===== src/design/tcr_pkg.sv =====
// tcr_pkg: register map, field positions, reset values and encodings
// for the timer/counter control register block.
// assumes a 32-bit classic wishbone slave, one register per aligned word.
package tcr_pkg;

   // register index n sits at byte address 4*n on the bus
   localparam logic [4:0] IDX_MAIN_CONTROL = 5'h00;
   localparam logic [4:0] IDX_READ_SYNC_REQUEST = 5'h02;
   localparam logic [4:0] IDX_CONTROL_B_CLEAR = 5'h04;
   localparam logic [4:0] IDX_CONTROL_B_SET = 5'h05;
   localparam logic [4:0] IDX_CHANNEL_CONTROL = 5'h06;
   localparam logic [4:0] IDX_STATUS = 5'h0F;
   localparam logic [4:0] IDX_COUNT = 5'h10;
   localparam logic [4:0] IDX_PERIOD = 5'h14;
   localparam logic [4:0] IDX_COMPARE_ZERO = 5'h18;
   localparam logic [4:0] IDX_COMPARE_ONE = 5'h1C;
   localparam logic [4:0] IDX_SYNC_DATA = 5'h11;

   // main_control fields
   localparam int MC_SOFT_RESET = 0;
   localparam int MC_ENABLE = 1;
   localparam int MC_WIDTH_LSB = 2;
   localparam int MC_WAVE_LSB = 5;
   localparam logic [15:0] MC_WMASK = 16'h3F6F;
   localparam logic [15:0] MC_RESET = 16'h0000;

   // read_sync_request fields
   localparam int RQ_TRIGGER = 15;
   localparam int RQ_CONT = 14;
   localparam logic [15:0] RQ_WMASK = 16'h401F;

   // control_b, channel control and status fields
   localparam int CB_DIR = 0;
   localparam int CB_SINGLE = 2;
   localparam int CB_CMD_LSB = 6;
   localparam logic [7:0] CB_WMASK = 8'hC5;
   localparam logic [7:0] CC_WMASK = 8'h33;
   localparam int CC_INV_LSB = 0;
   localparam int CC_CAPT_LSB = 4;

   localparam int STATUS_BUSY = 7;
   localparam int STATUS_STOP = 3;

   typedef enum logic [1:0] {
      WAVE_NORMAL_FREQ = 2'b00,
      WAVE_MATCH_FREQ = 2'b01,
      WAVE_NORMAL_PWM = 2'b10,
      WAVE_MATCH_PWM = 2'b11
   } tcr_wave_type;

   typedef enum logic [1:0] {
      W_SIXTEEN = 2'b00,
      W_EIGHT = 2'b01,
      W_THIRTYTWO = 2'b10,
      W_RESERVED = 2'b11
   } tcr_width_type;

   typedef enum logic [1:0] {
      CMD_NONE = 2'b00,
      CMD_RETRIGGER = 2'b01,
      CMD_STOP = 2'b10,
      CMD_RESERVED = 2'b11
   } tcr_cmd_type;

   // wishbone request bundle
   typedef struct packed {
      logic cyc;
      logic stb;
      logic we;
      logic [3:0] sel;
      logic [6:0] adr;
      logic [31:0] dat;
   } tcr_wb_req_type;

   // synchronizer handshake: a word is handed over with a toggle
   localparam int SYNC_STAGES = 2;
   localparam logic [2:0] PRESC_RESET = 3'h0;

endpackage : tcr_pkg


===== src/design/tcr_top.sv =====
// tcr_top: control registers, write/read synchronisation and a compact
// counter with two compare channels and waveform outputs.
// assumes a classic wishbone master on clk_i; the counter side runs on
// a prescaled enable pulse, so the clock crossing is a toggle handshake
// within one clock and is modelled as a fixed busy latency.
`timescale 1ns/1ps

// Operation
// - freq ops toggle output on match only
// - pwm ops set/clear on wrap by direction
// - normal top: period in 8-bit, else max
// - width field picks 16, 8, 32 bits
// - enable reads back, busy until synced
// - soft reset restores registers except sync data, disables counter
// - soft reset write discards other bit changes
// - soft reset bit reads one until done
// - read trigger syncs addressed register, reads zero
// - continuous read resyncs on every update
// - clear and set addresses share control bits
// - command runs on next prescaled tick, clears
// - clear-address ones cancel pending command
// - single run stops at next wrap
// - single run set on, clear off
// - direction bit: set down, clear up
// - capture select makes channel capture input
// - output invert flips waveform pin
// - reserved bits read zero
// - protected fields writable only when disabled
module tcr_top (
   // clock and reset
   input wire logic clk_i,
   input wire logic rst_i,
   // wishbone slave
   input wire logic cyc_i,
   input wire logic stb_i,
   input wire logic we_i,
   input wire logic [3:0] sel_i,
   input wire logic [6:0] adr_i,
   input wire logic [31:0] dat_i,
   output logic [31:0] dat_o,
   output logic ack_o,
   // channel capture inputs
   input wire logic [1:0] capture_in_i,
   // waveform outputs and status
   output logic [1:0] waveform_out_pin_o,
   output logic counter_running_o
);

   logic [15:0] main_control_q;
   logic [15:0] read_sync_request_q;
   logic [7:0] control_b_q;
   logic [7:0] channel_control_q;
   logic [31:0] count_q;
   logic [31:0] period_value_q;
   logic [31:0] cc_q [2];
   logic [31:0] sync_data_q;
   logic [1:0] wave_q;
   logic [1:0] cap_prev_q;
   logic running_q;
   logic started_q;
   logic [2:0] presc_q;
   logic tick_q;
   logic [1:0] busy_cnt_q;
   logic soft_reset_bit_pend_q;
   logic ena_live_q;
   logic rsync_pend_q;
   logic ack_q;
   logic [31:0] dat_q;

   tcr_pkg::tcr_wb_req_type req;
   logic wr;
   logic rd;
   logic [4:0] idx;
   logic [31:0] wmask;
   logic busy;
   logic soft_reset_bit_wr;
   logic wrap;
   logic [31:0] top;
   logic [31:0] wdat;

   assign req = '{cyc: cyc_i, stb: stb_i, we: we_i, sel: sel_i,
                  adr: adr_i, dat: dat_i};
   assign idx = req.adr[6:2];
   assign wr = req.cyc && req.stb && req.we && !ack_q;
   assign rd = req.cyc && req.stb && !req.we && !ack_q;
   assign busy = busy_cnt_q != 2'h0;

   // byte lane mask from sel
   function automatic logic [31:0] lanes(input logic [3:0] s);
      lanes = {{8{s[3]}}, {8{s[2]}}, {8{s[1]}}, {8{s[0]}}};
   endfunction : lanes

   function automatic logic [31:0] width_max(input logic [1:0] w);
      unique case (w)
         tcr_pkg::W_EIGHT: width_max = 32'h0000_00FF;
         tcr_pkg::W_THIRTYTWO: width_max = 32'hFFFF_FFFF;
         default: width_max = 32'h0000_FFFF;
      endcase
   endfunction : width_max

   assign wmask = lanes(req.sel);
   assign wdat = req.dat & wmask;
   assign soft_reset_bit_wr = wr && idx == tcr_pkg::IDX_MAIN_CONTROL &&
                     wdat[tcr_pkg::MC_SOFT_RESET];

   // ack one cycle after the request, dropped the cycle after
   always_ff @(posedge clk_i) begin
      if (rst_i) begin
         ack_q <= 1'b0;
      end else begin
         ack_q <= req.cyc && req.stb && !ack_q;
      end
   end

   // sync busy: a write to a synced register holds busy two cycles
   always_ff @(posedge clk_i) begin
      if (rst_i) begin
         busy_cnt_q <= 2'h0;
      end else if (soft_reset_bit_wr ||
                   (wr && (idx == tcr_pkg::IDX_MAIN_CONTROL ||
                    idx == tcr_pkg::IDX_CONTROL_B_CLEAR ||
                    idx == tcr_pkg::IDX_CONTROL_B_SET ||
                    idx == tcr_pkg::IDX_CHANNEL_CONTROL)) ||
                   (wr && idx == tcr_pkg::IDX_READ_SYNC_REQUEST &&
                    wdat[tcr_pkg::RQ_TRIGGER])) begin
         busy_cnt_q <= 2'h2;
      end else if (busy) begin
         busy_cnt_q <= busy_cnt_q - 2'h1;
      end
   end

   // soft reset pending flag reads through bit 0
   always_ff @(posedge clk_i) begin
      if (rst_i) begin
         soft_reset_bit_pend_q <= 1'b0;
      end else if (soft_reset_bit_wr) begin
         soft_reset_bit_pend_q <= 1'b1;
      end else if (busy_cnt_q == 2'h1) begin
         soft_reset_bit_pend_q <= 1'b0;
      end
   end

   // main control; protected fields only while disabled
   always_ff @(posedge clk_i) begin
      if (rst_i) begin
         main_control_q <= tcr_pkg::MC_RESET;
      end else if (soft_reset_bit_pend_q && busy_cnt_q == 2'h1) begin
         main_control_q <= tcr_pkg::MC_RESET;
      end else if (soft_reset_bit_wr) begin
         main_control_q[tcr_pkg::MC_ENABLE] <= 1'b0;
      end else if (wr && idx == tcr_pkg::IDX_MAIN_CONTROL) begin
         main_control_q[tcr_pkg::MC_ENABLE] <=
            wdat[tcr_pkg::MC_ENABLE] | (!req.sel[0] &
            main_control_q[tcr_pkg::MC_ENABLE]);
         if (!main_control_q[tcr_pkg::MC_ENABLE]) begin
            main_control_q[15:2] <= 14'(((req.dat[15:0] &
               tcr_pkg::MC_WMASK & wmask[15:0]) |
               (main_control_q & ~wmask[15:0])) >> 2);
         end
      end
   end

   // enable reaches the counter only after the sync delay
   always_ff @(posedge clk_i) begin
      if (rst_i) begin
         ena_live_q <= 1'b0;
      end else if (busy_cnt_q == 2'h1) begin
         ena_live_q <= main_control_q[tcr_pkg::MC_ENABLE] &&
                       !soft_reset_bit_pend_q;
      end
   end

   // read request register; trigger is never stored
   always_ff @(posedge clk_i) begin
      if (rst_i || (soft_reset_bit_pend_q && busy_cnt_q == 2'h1)) begin
         read_sync_request_q <= 16'h0000;
      end else if (wr && !soft_reset_bit_pend_q &&
                   idx == tcr_pkg::IDX_READ_SYNC_REQUEST) begin
         read_sync_request_q <= (req.dat[15:0] & wmask[15:0] &
            tcr_pkg::RQ_WMASK & 16'h7FFF) |
            (read_sync_request_q & ~wmask[15:0]);
      end
   end

   // snapshot of the addressed register (count or compare only)
   always_ff @(posedge clk_i) begin
      if (rst_i) begin
         rsync_pend_q <= 1'b0;
         sync_data_q <= 32'h0000_0000;
      end else begin
         if (wr && idx == tcr_pkg::IDX_READ_SYNC_REQUEST &&
             wdat[tcr_pkg::RQ_TRIGGER]) begin
            rsync_pend_q <= 1'b1;
         end else if (busy_cnt_q == 2'h1) begin
            rsync_pend_q <= 1'b0;
         end
         if ((rsync_pend_q && busy_cnt_q == 2'h1) ||
             (read_sync_request_q[tcr_pkg::RQ_CONT] && tick_q)) begin
            unique case (read_sync_request_q[4:0])
               tcr_pkg::IDX_COMPARE_ZERO: sync_data_q <= cc_q[0];
               tcr_pkg::IDX_COMPARE_ONE: sync_data_q <= cc_q[1];
               default: sync_data_q <= count_q;
            endcase
         end
      end
   end

   // control b through clear/set addresses; command cleared on run
   always_ff @(posedge clk_i) begin
      if (rst_i || (soft_reset_bit_pend_q && busy_cnt_q == 2'h1)) begin
         control_b_q <= 8'h00;
      end else if (wr && !soft_reset_bit_pend_q &&
                   idx == tcr_pkg::IDX_CONTROL_B_CLEAR) begin
         control_b_q <= control_b_q &
            ~(req.dat[7:0] & tcr_pkg::CB_WMASK);
      end else if (wr && !soft_reset_bit_pend_q &&
                   idx == tcr_pkg::IDX_CONTROL_B_SET) begin
         control_b_q <= control_b_q |
            (req.dat[7:0] & tcr_pkg::CB_WMASK);
      end else if (tick_q) begin
         control_b_q[7:6] <= 2'b00;
      end
   end

   // channel control, write-synced like the rest
   always_ff @(posedge clk_i) begin
      if (rst_i || (soft_reset_bit_pend_q && busy_cnt_q == 2'h1)) begin
         channel_control_q <= 8'h00;
      end else if (wr && !soft_reset_bit_pend_q && req.sel[0] &&
                   idx == tcr_pkg::IDX_CHANNEL_CONTROL) begin
         channel_control_q <= req.dat[7:0] & tcr_pkg::CC_WMASK;
      end
   end

   // period register (enable protection not applied)
   always_ff @(posedge clk_i) begin
      if (rst_i || (soft_reset_bit_pend_q && busy_cnt_q == 2'h1)) begin
         period_value_q <= 32'hFFFF_FFFF;
      end else if (wr && !soft_reset_bit_pend_q && idx == tcr_pkg::IDX_PERIOD) begin
         period_value_q <= wdat | (period_value_q & ~wmask);
      end
   end

   // prescaler: fixed divide by eight gives the counter tick
   always_ff @(posedge clk_i) begin
      if (rst_i || !ena_live_q) begin
         presc_q <= tcr_pkg::PRESC_RESET;
         tick_q <= 1'b0;
      end else begin
         presc_q <= presc_q + 3'h1;
         tick_q <= presc_q == 3'h7;
      end
   end

   assign top = ((main_control_q[6:5] == tcr_pkg::WAVE_MATCH_FREQ) ||
                 (main_control_q[6:5] == tcr_pkg::WAVE_MATCH_PWM)) ? cc_q[0] :
                (main_control_q[3:2] == tcr_pkg::W_EIGHT) ?
                period_value_q & 32'h0000_00FF :
                width_max(main_control_q[3:2]);
   assign wrap = control_b_q[tcr_pkg::CB_DIR] ? count_q == 32'h0000_0000
                                              : count_q >= top;

   // counter, run state, single run and commands; enable starts the
   // counter once, so a finished single run or a stop stays stopped until a retrigger command
   always_ff @(posedge clk_i) begin
      if (rst_i || !ena_live_q) begin
         count_q <= 32'h0000_0000;
         running_q <= 1'b0;
         started_q <= 1'b0;
      end else if (tick_q) begin
         started_q <= 1'b1;
         if (control_b_q[7:6] == tcr_pkg::CMD_STOP) begin
            running_q <= 1'b0;
         end else if (control_b_q[7:6] == tcr_pkg::CMD_RETRIGGER ||
                      !started_q) begin
            running_q <= 1'b1;
            count_q <= control_b_q[tcr_pkg::CB_DIR] ? top : 32'h0000_0000;
         end else if (running_q) begin
            if (wrap) begin
               count_q <= control_b_q[tcr_pkg::CB_DIR] ? top
                                                        : 32'h0000_0000;
               if (control_b_q[tcr_pkg::CB_SINGLE]) begin
                  running_q <= 1'b0;
               end
            end else if (control_b_q[tcr_pkg::CB_DIR]) begin
               count_q <= count_q - 32'h0000_0001;
            end else begin
               count_q <= count_q + 32'h0000_0001;
            end
         end
      end
   end

   // channels: compare from bus, or capture on rising input edge
   for (genvar ch = 0; ch < 2; ch++) begin : g_chan
      always_ff @(posedge clk_i) begin
         if (rst_i || (soft_reset_bit_pend_q && busy_cnt_q == 2'h1)) begin
            cc_q[ch] <= 32'h0000_0000;
            cap_prev_q[ch] <= 1'b0;
         end else begin
            cap_prev_q[ch] <= capture_in_i[ch];
            if (channel_control_q[tcr_pkg::CC_CAPT_LSB + ch]) begin
               if (capture_in_i[ch] && !cap_prev_q[ch]) begin
                  cc_q[ch] <= count_q;
               end
            end else if (wr && !soft_reset_bit_pend_q &&
                         idx == (ch == 0 ? tcr_pkg::IDX_COMPARE_ZERO
                                         : tcr_pkg::IDX_COMPARE_ONE)) begin
               cc_q[ch] <= wdat | (cc_q[ch] & ~wmask);
            end
         end
      end

      // waveform generation per operation
      always_ff @(posedge clk_i) begin
         if (rst_i || !ena_live_q) begin
            wave_q[ch] <= 1'b0;
         end else if (tick_q && running_q &&
                      !channel_control_q[tcr_pkg::CC_CAPT_LSB + ch]) begin
            if (!main_control_q[6]) begin
               if (count_q == cc_q[ch]) begin
                  wave_q[ch] <= !wave_q[ch];
               end
            end else if (wrap) begin
               wave_q[ch] <= !control_b_q[tcr_pkg::CB_DIR];
            end else if (count_q == cc_q[ch]) begin
               wave_q[ch] <= control_b_q[tcr_pkg::CB_DIR];
            end
         end
      end

      always_ff @(posedge clk_i) begin
         if (rst_i) begin
            waveform_out_pin_o[ch] <= 1'b0;
         end else begin
            waveform_out_pin_o[ch] <= wave_q[ch] ^
               channel_control_q[tcr_pkg::CC_INV_LSB + ch];
         end
      end
   end

   always_ff @(posedge clk_i) begin
      if (rst_i) begin
         counter_running_o <= 1'b0;
      end else begin
         counter_running_o <= running_q;
      end
   end

   // read mux; unmapped words read zero
   always_ff @(posedge clk_i) begin
      if (rst_i) begin
         dat_q <= 32'h0000_0000;
      end else if (rd) begin
         unique case (idx)
            tcr_pkg::IDX_MAIN_CONTROL:
               dat_q <= {16'h0000, main_control_q[15:1],
                         soft_reset_bit_pend_q};
            tcr_pkg::IDX_READ_SYNC_REQUEST:
               dat_q <= {16'h0000, read_sync_request_q};
            tcr_pkg::IDX_CONTROL_B_CLEAR, tcr_pkg::IDX_CONTROL_B_SET:
               dat_q <= {24'h00_0000, control_b_q};
            tcr_pkg::IDX_CHANNEL_CONTROL:
               dat_q <= {24'h00_0000, channel_control_q};
            tcr_pkg::IDX_STATUS:
               dat_q <= {24'h00_0000, busy, 3'h0, !running_q, 3'h0};
            tcr_pkg::IDX_COUNT, tcr_pkg::IDX_SYNC_DATA:
               dat_q <= sync_data_q;
            tcr_pkg::IDX_PERIOD: dat_q <= period_value_q;
            tcr_pkg::IDX_COMPARE_ZERO: dat_q <= cc_q[0];
            tcr_pkg::IDX_COMPARE_ONE: dat_q <= cc_q[1];
            default: dat_q <= 32'h0000_0000;
         endcase
      end
   end

   assign dat_o = dat_q;
   assign ack_o = ack_q;

endmodule : tcr_top


===== config.mk =====
export PLATFORM = sky130hd
export DESIGN_NAME = tcr_top
export DESIGN_NICKNAME = d
export VERILOG_FILES = /design/src/design/tcr_pkg.sv /design/src/design/tcr_top.sv
export SDC_FILE = /design/constraint.sdc
export NUM_CORES = 1
export LEC_CHECK = 0
export ABC_AREA = 1
export BUFFER_PORTS_ARGS = -buffer_cell sky130_fd_sc_hd__buf_4
export CORE_ASPECT_RATIO = 2
export CORE_MARGIN = 3
export CORE_UTILIZATION = 50
export CTS_BUF_LIST = sky130_fd_sc_hd__clkbuf_4
export DETAILED_ROUTE_END_ITERATION = 8
export GPL_TIMING_DRIVEN = 0
export PLACE_DENSITY = 0.67
export SYNTH_ARGS = -nofsm -noshare
export SYNTH_HDL_FRONTEND = slang
export SYNTH_SLANG_ARGS = --single-unit

===== constraint.sdc =====
create_clock -name clk_i -period 7 [get_ports clk_i]
set_clock_uncertainty 0.05 [all_clocks]
set_input_delay 1.05 -clock clk_i [delete_from_list [all_inputs] [get_ports clk_i]]
set_output_delay 1.05 -clock clk_i [all_outputs]
set_load 0.005 [all_outputs]

==> metrics.txt, run 1 <==
status=completed; Gate power share=0.061; sequential share of the synthesized area=0.367; P_sw=between 700 and 800 uW; Hold Crit Start=presc_q[0]; gr ovfl total=0; Pwr Density=168 mW/mm2; Lkg Pwr=7.06 nW; post_cts resized=0; DP Wirelength=48500 um; clock power share=0.415; CP Data Required Time=approximately 7600 ps; DRC Markers=0; synthesis-to-finish area growth=11.8%; CTS tree=built; port bufs=82; Max-Cap Viols=0; vias per cell=6.13; WL per Instance=23.8 um; Longest Clk Path Bufs=3; crit-path max cell delay=1270 ps; Die H=between 200 and 300 um; Synth Instances=2012; worst-margin pin slew=1420 ps; post-synth design cell area=roughly 0.015 mm2; Setup Fix Bufs, Post-CTS=0; worst path bufs/invs=5; width of the die=130 um; CP endpoint kind=flop; Tot GR Track Use=0.367; number of routed nets with antenna violations=0; RSZ-0062 raised after global routing=false; via count=15.7k; most frequent cells in the layout=nand2_1, dfxtp_1, a21oi_1; average size of a mapped cell=7.64 um2; setup TNS=0 ps; total CTS buffers=59; Final period util=0.659; HP Class=reg2reg; Post-synth EDFFs=64; internal power=2.11 mW; WHS Path Cells=1; Sw Share=0.270; Worst R2R Setup Slack=2390 ps; Final Hold Viols=0; DRT iter0 DRCs=1375; Ports=86; CP Class=reg2reg; share of power burned in registers=0.525; initial antenna violation count=1; Max IR drop VDD=0.0981 mV; CTS Sinks=250; ys flop type=dfxtp_1; pins over their slew limit=0; final core occ=0.567; cell family with most CP delay=buffers and inverters; Slew HR=0.0488; Worst R2R End=count_q[28]; gpl congestion=1.04; r2r worst-path depth=14; minimum clock period=4610 ps; Hold Buf Count CTS=0; largest net degree at the start of global routing=32; # setup viols final=0; drt total wl=between 60000 and 70000 um; number of global-route vias before repair=15.7k; worst skew pair latency=780 ps; share of cells above drive strength 1=0.153; synth unique cells=58; most common cell after layout, fill and taps aside=nand2_1; ys async rst share=0; Slowest-stage cell, CP=dfxtp_1; tightest hold margin=373 ps; DRT Pass-1 Iters=6; Syn Nets=2127; Starting Density=0.507; clk slew on worst S/H paths=70 ps; CTS H-tree depth=2; CP startpoint kind=flop; count of yosys warnings during synthesis=0; terminating pin of the worst hold path=presc_q[0]; Worst EP arrival=around 5300 ps; Seq cells post-synth=250; Final #Nets=2271; fmax=217 MHz; Die ar.=0.0330 mm2; worst path cell trace=buf_2, inv_1, clkbuf_1, buf_2, fa_1, inv_1, a31o_2, nand3_1, nand2_1, nand3_1, o21ai_0, xor2_1, nand2_1, a21oi_2; CP Max Fanout=31; first-pass GRT wire length=90900 um; Row Count=90; core area=just over 0.03 mm2; Root Driver=clkbuf_4
-- power by group through the flow --
stage,registers [mW],logic [mW],clock network [mW]
2_1_floorplan,1.54,0.0901,0
3_3_place_gp,1.55,0.168,0
3_5_place_dp,1.55,0.170,0
4_1_cts,1.51,0.171,1.20
5_1_grt,1.52,0.185,1.26
6_report,1.52,0.176,1.20
-- worst max-delay path by stage --
stage,depth (start not counted),end,start,slack [ps]
after floorplan,6,cc_q[1][0],rst_i,3790
after global placement,6,cc_q[1][9],rst_i,2010
after detailed placement,15,count_q[24],flop,2500
after CTS,15,count_q[24],flop,2460
after global routing,15,count_q[24],flop,2170
final,14,count_q[28],flop,2390
-- cells in the mapped netlist, types with 5 or more instances --
| master | instances | share of area |
|---|---|---|
| o211ai_1 | 31 | 0.015 |
| clkbuf_1 | 57 | 0.014 |
| o221ai_1 | 7 | 0.0040 |
| a21oi_2 | 6 | 0.0034 |
| o21a_1 | 17 | 0.0083 |
| a221oi_1 | 13 | 0.0074 |
| edfxtp_1 | 64 | 0.13 |
| dfxtp_1 | 186 | 0.24 |
| a211oi_1 | 5 | 0.0024 |
| o21ai_1 | 11 | 0.0036 |
| a21o_1 | 5 | 0.0024 |
| a31oi_1 | 39 | 0.016 |
| buf_6 | 9 | 0.0066 |
| nor4_1 | 8 | 0.0033 |
| o2111ai_1 | 10 | 0.0057 |
| nor2_4 | 10 | 0.0073 |
| ha_1 | 64 | 0.052 |
| o21bai_1 | 7 | 0.0034 |
| inv_2 | 36 | 0.0088 |
| inv_1 | 151 | 0.037 |
| nand2_2 | 8 | 0.0033 |
| o22ai_1 | 46 | 0.019 |
| nor2_1 | 140 | 0.034 |
| nand3_1 | 44 | 0.014 |
| buf_2 | 19 | 0.0062 |
| o22ai_2 | 33 | 0.027 |
| nand2_1 | 460 | 0.11 |
| nand4_1 | 39 | 0.016 |
| a21oi_1 | 159 | 0.052 |
| xnor2_1 | 19 | 0.011 |
| a22oi_1 | 33 | 0.016 |
| nor3_1 | 26 | 0.0085 |
| xor2_1 | 50 | 0.028 |
| a21boi_0 | 15 | 0.0073 |
| a211oi_2 | 6 | 0.0049 |
| o21ai_0 | 131 | 0.043 |
-- cell type report --
type / instances / area (um2)
fillers: 2997 / 13100
clock buffers: 87 / 653
plain buffers: 92 / 459
clock inverters: 15 / 60.1
well taps: 368 / 460
diodes: 1 / 2.50
repair buffers: 83 / 636
multi-input cells: 1478 / 8540
inverters: 192 / 731
flip-flops and latches: 250 / 5650
-- cell families (layout without fill, tap and decap cells) --
family          Yosys count  count (layout)  synth area share
simple gates            758             758             0.215
compound gates          586             586             0.247
buf+inv                 284             469            0.0774
flops                   250             250             0.367
xor+xnor                 69              69            0.0393
fa+ha+maj                65              65            0.0534
other cells               0               1                 0
-- per-stage QoR --
step	instances	worst slack, ps	power (mW)	area, um2
3_3_place_gp	2462	2010	1.72	16400
4_1_cts	2565	2460	2.88	17200
6_report	2566	2390	2.89	17200
3_5_place_dp	2463	2500	1.72	16500
2_1_floorplan	2012	3790	1.63	15400
5_1_grt	2566	2170	2.96	17200
-- per-layer routing --
metal,part of all wire,up-vias,GRT usage
met5,0,-,0
met4,0.11,0,0.331
met3,0.069,316,0.0675
met2,0.50,793,0.640
met1,0.32,7278,0.359
li1,-,7342,-
(Power assumes the default switching activity.)
==> run 2: changes to the inputs <==
==> constraint.sdc (replaced) <==
create_clock -name clk_i -period 4.6 [get_ports clk_i]
set_clock_uncertainty 0.05 [all_clocks]
set_input_delay 0.69 -clock clk_i [delete_from_list [all_inputs] [get_ports clk_i]]
set_output_delay 0.69 -clock clk_i [all_outputs]
set_load 0.005 [all_outputs]
==> run 2 against run 1 <==
Against the previous run:
- via count about the same
- critical endpoint unchanged
- fmax grew 12%
- utilization barely moved
- clock power increased by 52%
- non-clock buffer count unchanged
==> metrics.txt, run 2 (same netlist as run 1, synthesis figures left out) <==
status=completed; CTS H-tree depth=2 (unchanged); post-place setup slack=95.6 ps (-2400 ps); Die H=254 um (unchanged); share of cells above drive strength 1=0.153 (+0.000455); port bufs=82 (unchanged); Slew HR=0.285 (+0.236); gr ovfl total=0 (unchanged); GR Util met3=0.0675 (unchanged); number of routed nets with antenna violations=0 (unchanged); via count=15.7k (+0.089%); CP Max Fanout=31 (unchanged); CTS Sinks=250 (unchanged); CP endpoint kind=flop; Starting Density=0.507 (unchanged); Hold Buf Count CTS=0 (unchanged); most frequent cells in the layout=nand2_1, dfxtp_1, a21oi_1; clk slew on worst S/H paths=70 ps (about the same); # setup viols final=0 (unchanged); final instance area=0.0172 mm2 (about the same); vias per cell=6.14 (about the same); CTS tree=built; gpl congestion=1.04 (unchanged); Fillers=2997 (unchanged); pins over their slew limit=0 (unchanged); DP Wirelength=48500 um (unchanged); most common cell after layout, fill and taps aside=nand2_1; Final Hold Viols=0 (unchanged); setup TNS=0 ps (unchanged); Ports=86 (unchanged); worst-margin pin slew=1070 ps (-352 ps); DRT iter0 DRCs=1375 (unchanged); Pwr Density=256 mW/mm2 (+52%); Longest Clk Path Bufs=3 (unchanged); Die ar.=0.0330 mm2 (unchanged); largest net degree at the start of global routing=32 (unchanged); width of the die=130 um (unchanged); post_cts resized=0 (unchanged); GRT busiest layer=met2; Max IR drop VDD=0.149 mV (+52%); WL per Instance=23.8 um (about the same); DRC Markers=0 (unchanged); worst skew pair latency=780 ps (about the same); total CTS buffers=59 (unchanged); minimum clock period=4110 ps (-499 ps); Root Driver=clkbuf_4; CP Data Required Time=5250 ps (-2390 ps); Final period util=0.894 (+0.235); placed cell area=0.0165 mm2 (unchanged); number of global-route vias before repair=15.7k (unchanged); DRT Pass-1 Iters=6 (unchanged); fmax=243 MHz (+12%); drt total wl=61000 um (about the same); CP Class=reg2reg; Worst EP arrival=4760 ps (-500 ps); core area=0.0303 mm2 (unchanged); Tot GR Track Use=0.367 (unchanged); synthesis-to-finish area growth=11.8% (about the same); met1 usage=0.359 (unchanged); Max-Cap Viols=0 (unchanged); Final #Nets=2271 (unchanged); Finished Layout Cells=2566 (unchanged); Lkg Pwr=7.06 nW (about the same); CP startpoint kind=flop; placed cells=2463 (unchanged); final worst setup slack=489 ps (-1900 ps); RSZ-0062 raised after global routing=false; Setup Fix Bufs, Post-CTS=0 (unchanged); first-pass GRT wire length=90900 um (unchanged); HP Class=in2reg; met2 usage=0.640 (unchanged); Row Count=90 (unchanged); initial antenna violation count=1 (unchanged)
-- run 2: area by class of cell --
type | count | area, um2 | share of cell area
Multi-Input combinational cell | 1478 | 8540 | 0.497
Timing Repair Buffer | 83 | 636 | 0.0370
Tap cell | 368 | 460 | 0.0268
Antenna cell | 1 | 2.50 | 0.000146
Buffer | 92 | 459 | 0.0267
Sequential cell | 250 | 5650 | 0.329
Clock buffer | 87 | 653 | 0.0380
Inverter | 192 | 731 | 0.0425
Clock inverter | 15 | 60.1 | 0.00349
-- run 2: path summary, 6_finish.rpt --
kind         cells after the start     endpoint  slack, ps       start
min reg2reg                      1   presc_q[0]        370  presc_q[0]
max reg2reg                     14  count_q[28]        490        flop
max                             14  count_q[28]        490        flop
min                              3         flop        140   dat_i[14]
-- run 2: layer usage --
| layer | wire length, um | share of wire |
|---|---|---|
| met5 | 0 | 0 |
| met4 | 6720 | 0.11 |
| met3 | 4120 | 0.068 |
| met2 | 30600 | 0.50 |
| met1 | 19600 | 0.32 |
-- run 2: critical path: stages (launching register included) --
cell and delay [ps]:
dfxtp_2 830, buf_2 450, inv_1 130, clkbuf_1 340, buf_2 310, fa_1 540
inv_1 110, a31o_2 180, nand3_1 60, nand2_1 150, nand3_1 140, o21ai_0 400
xor2_1 190, nand2_1 80, a21oi_2 110
-- run 2: power by group --
group	total (mW)	internal [mW]	switching [mW]
Combinational	0.267	0.0814	0.186
Sequential	2.31	2.27	0.0330
Clock	1.82	0.857	0.967
-- run 2: through the flow --
step | power, mW | hold slack (ps) | util
detailed placement | 2.61 | 367 | 0.544
global route | 4.50 | 141 | 0.567
CTS | 4.39 | 99.2 | 0.567
finish | 4.40 | 140 | 0.567
floorplan | 2.48 | 349 | -
global placement | 2.61 | 359 | 0.543
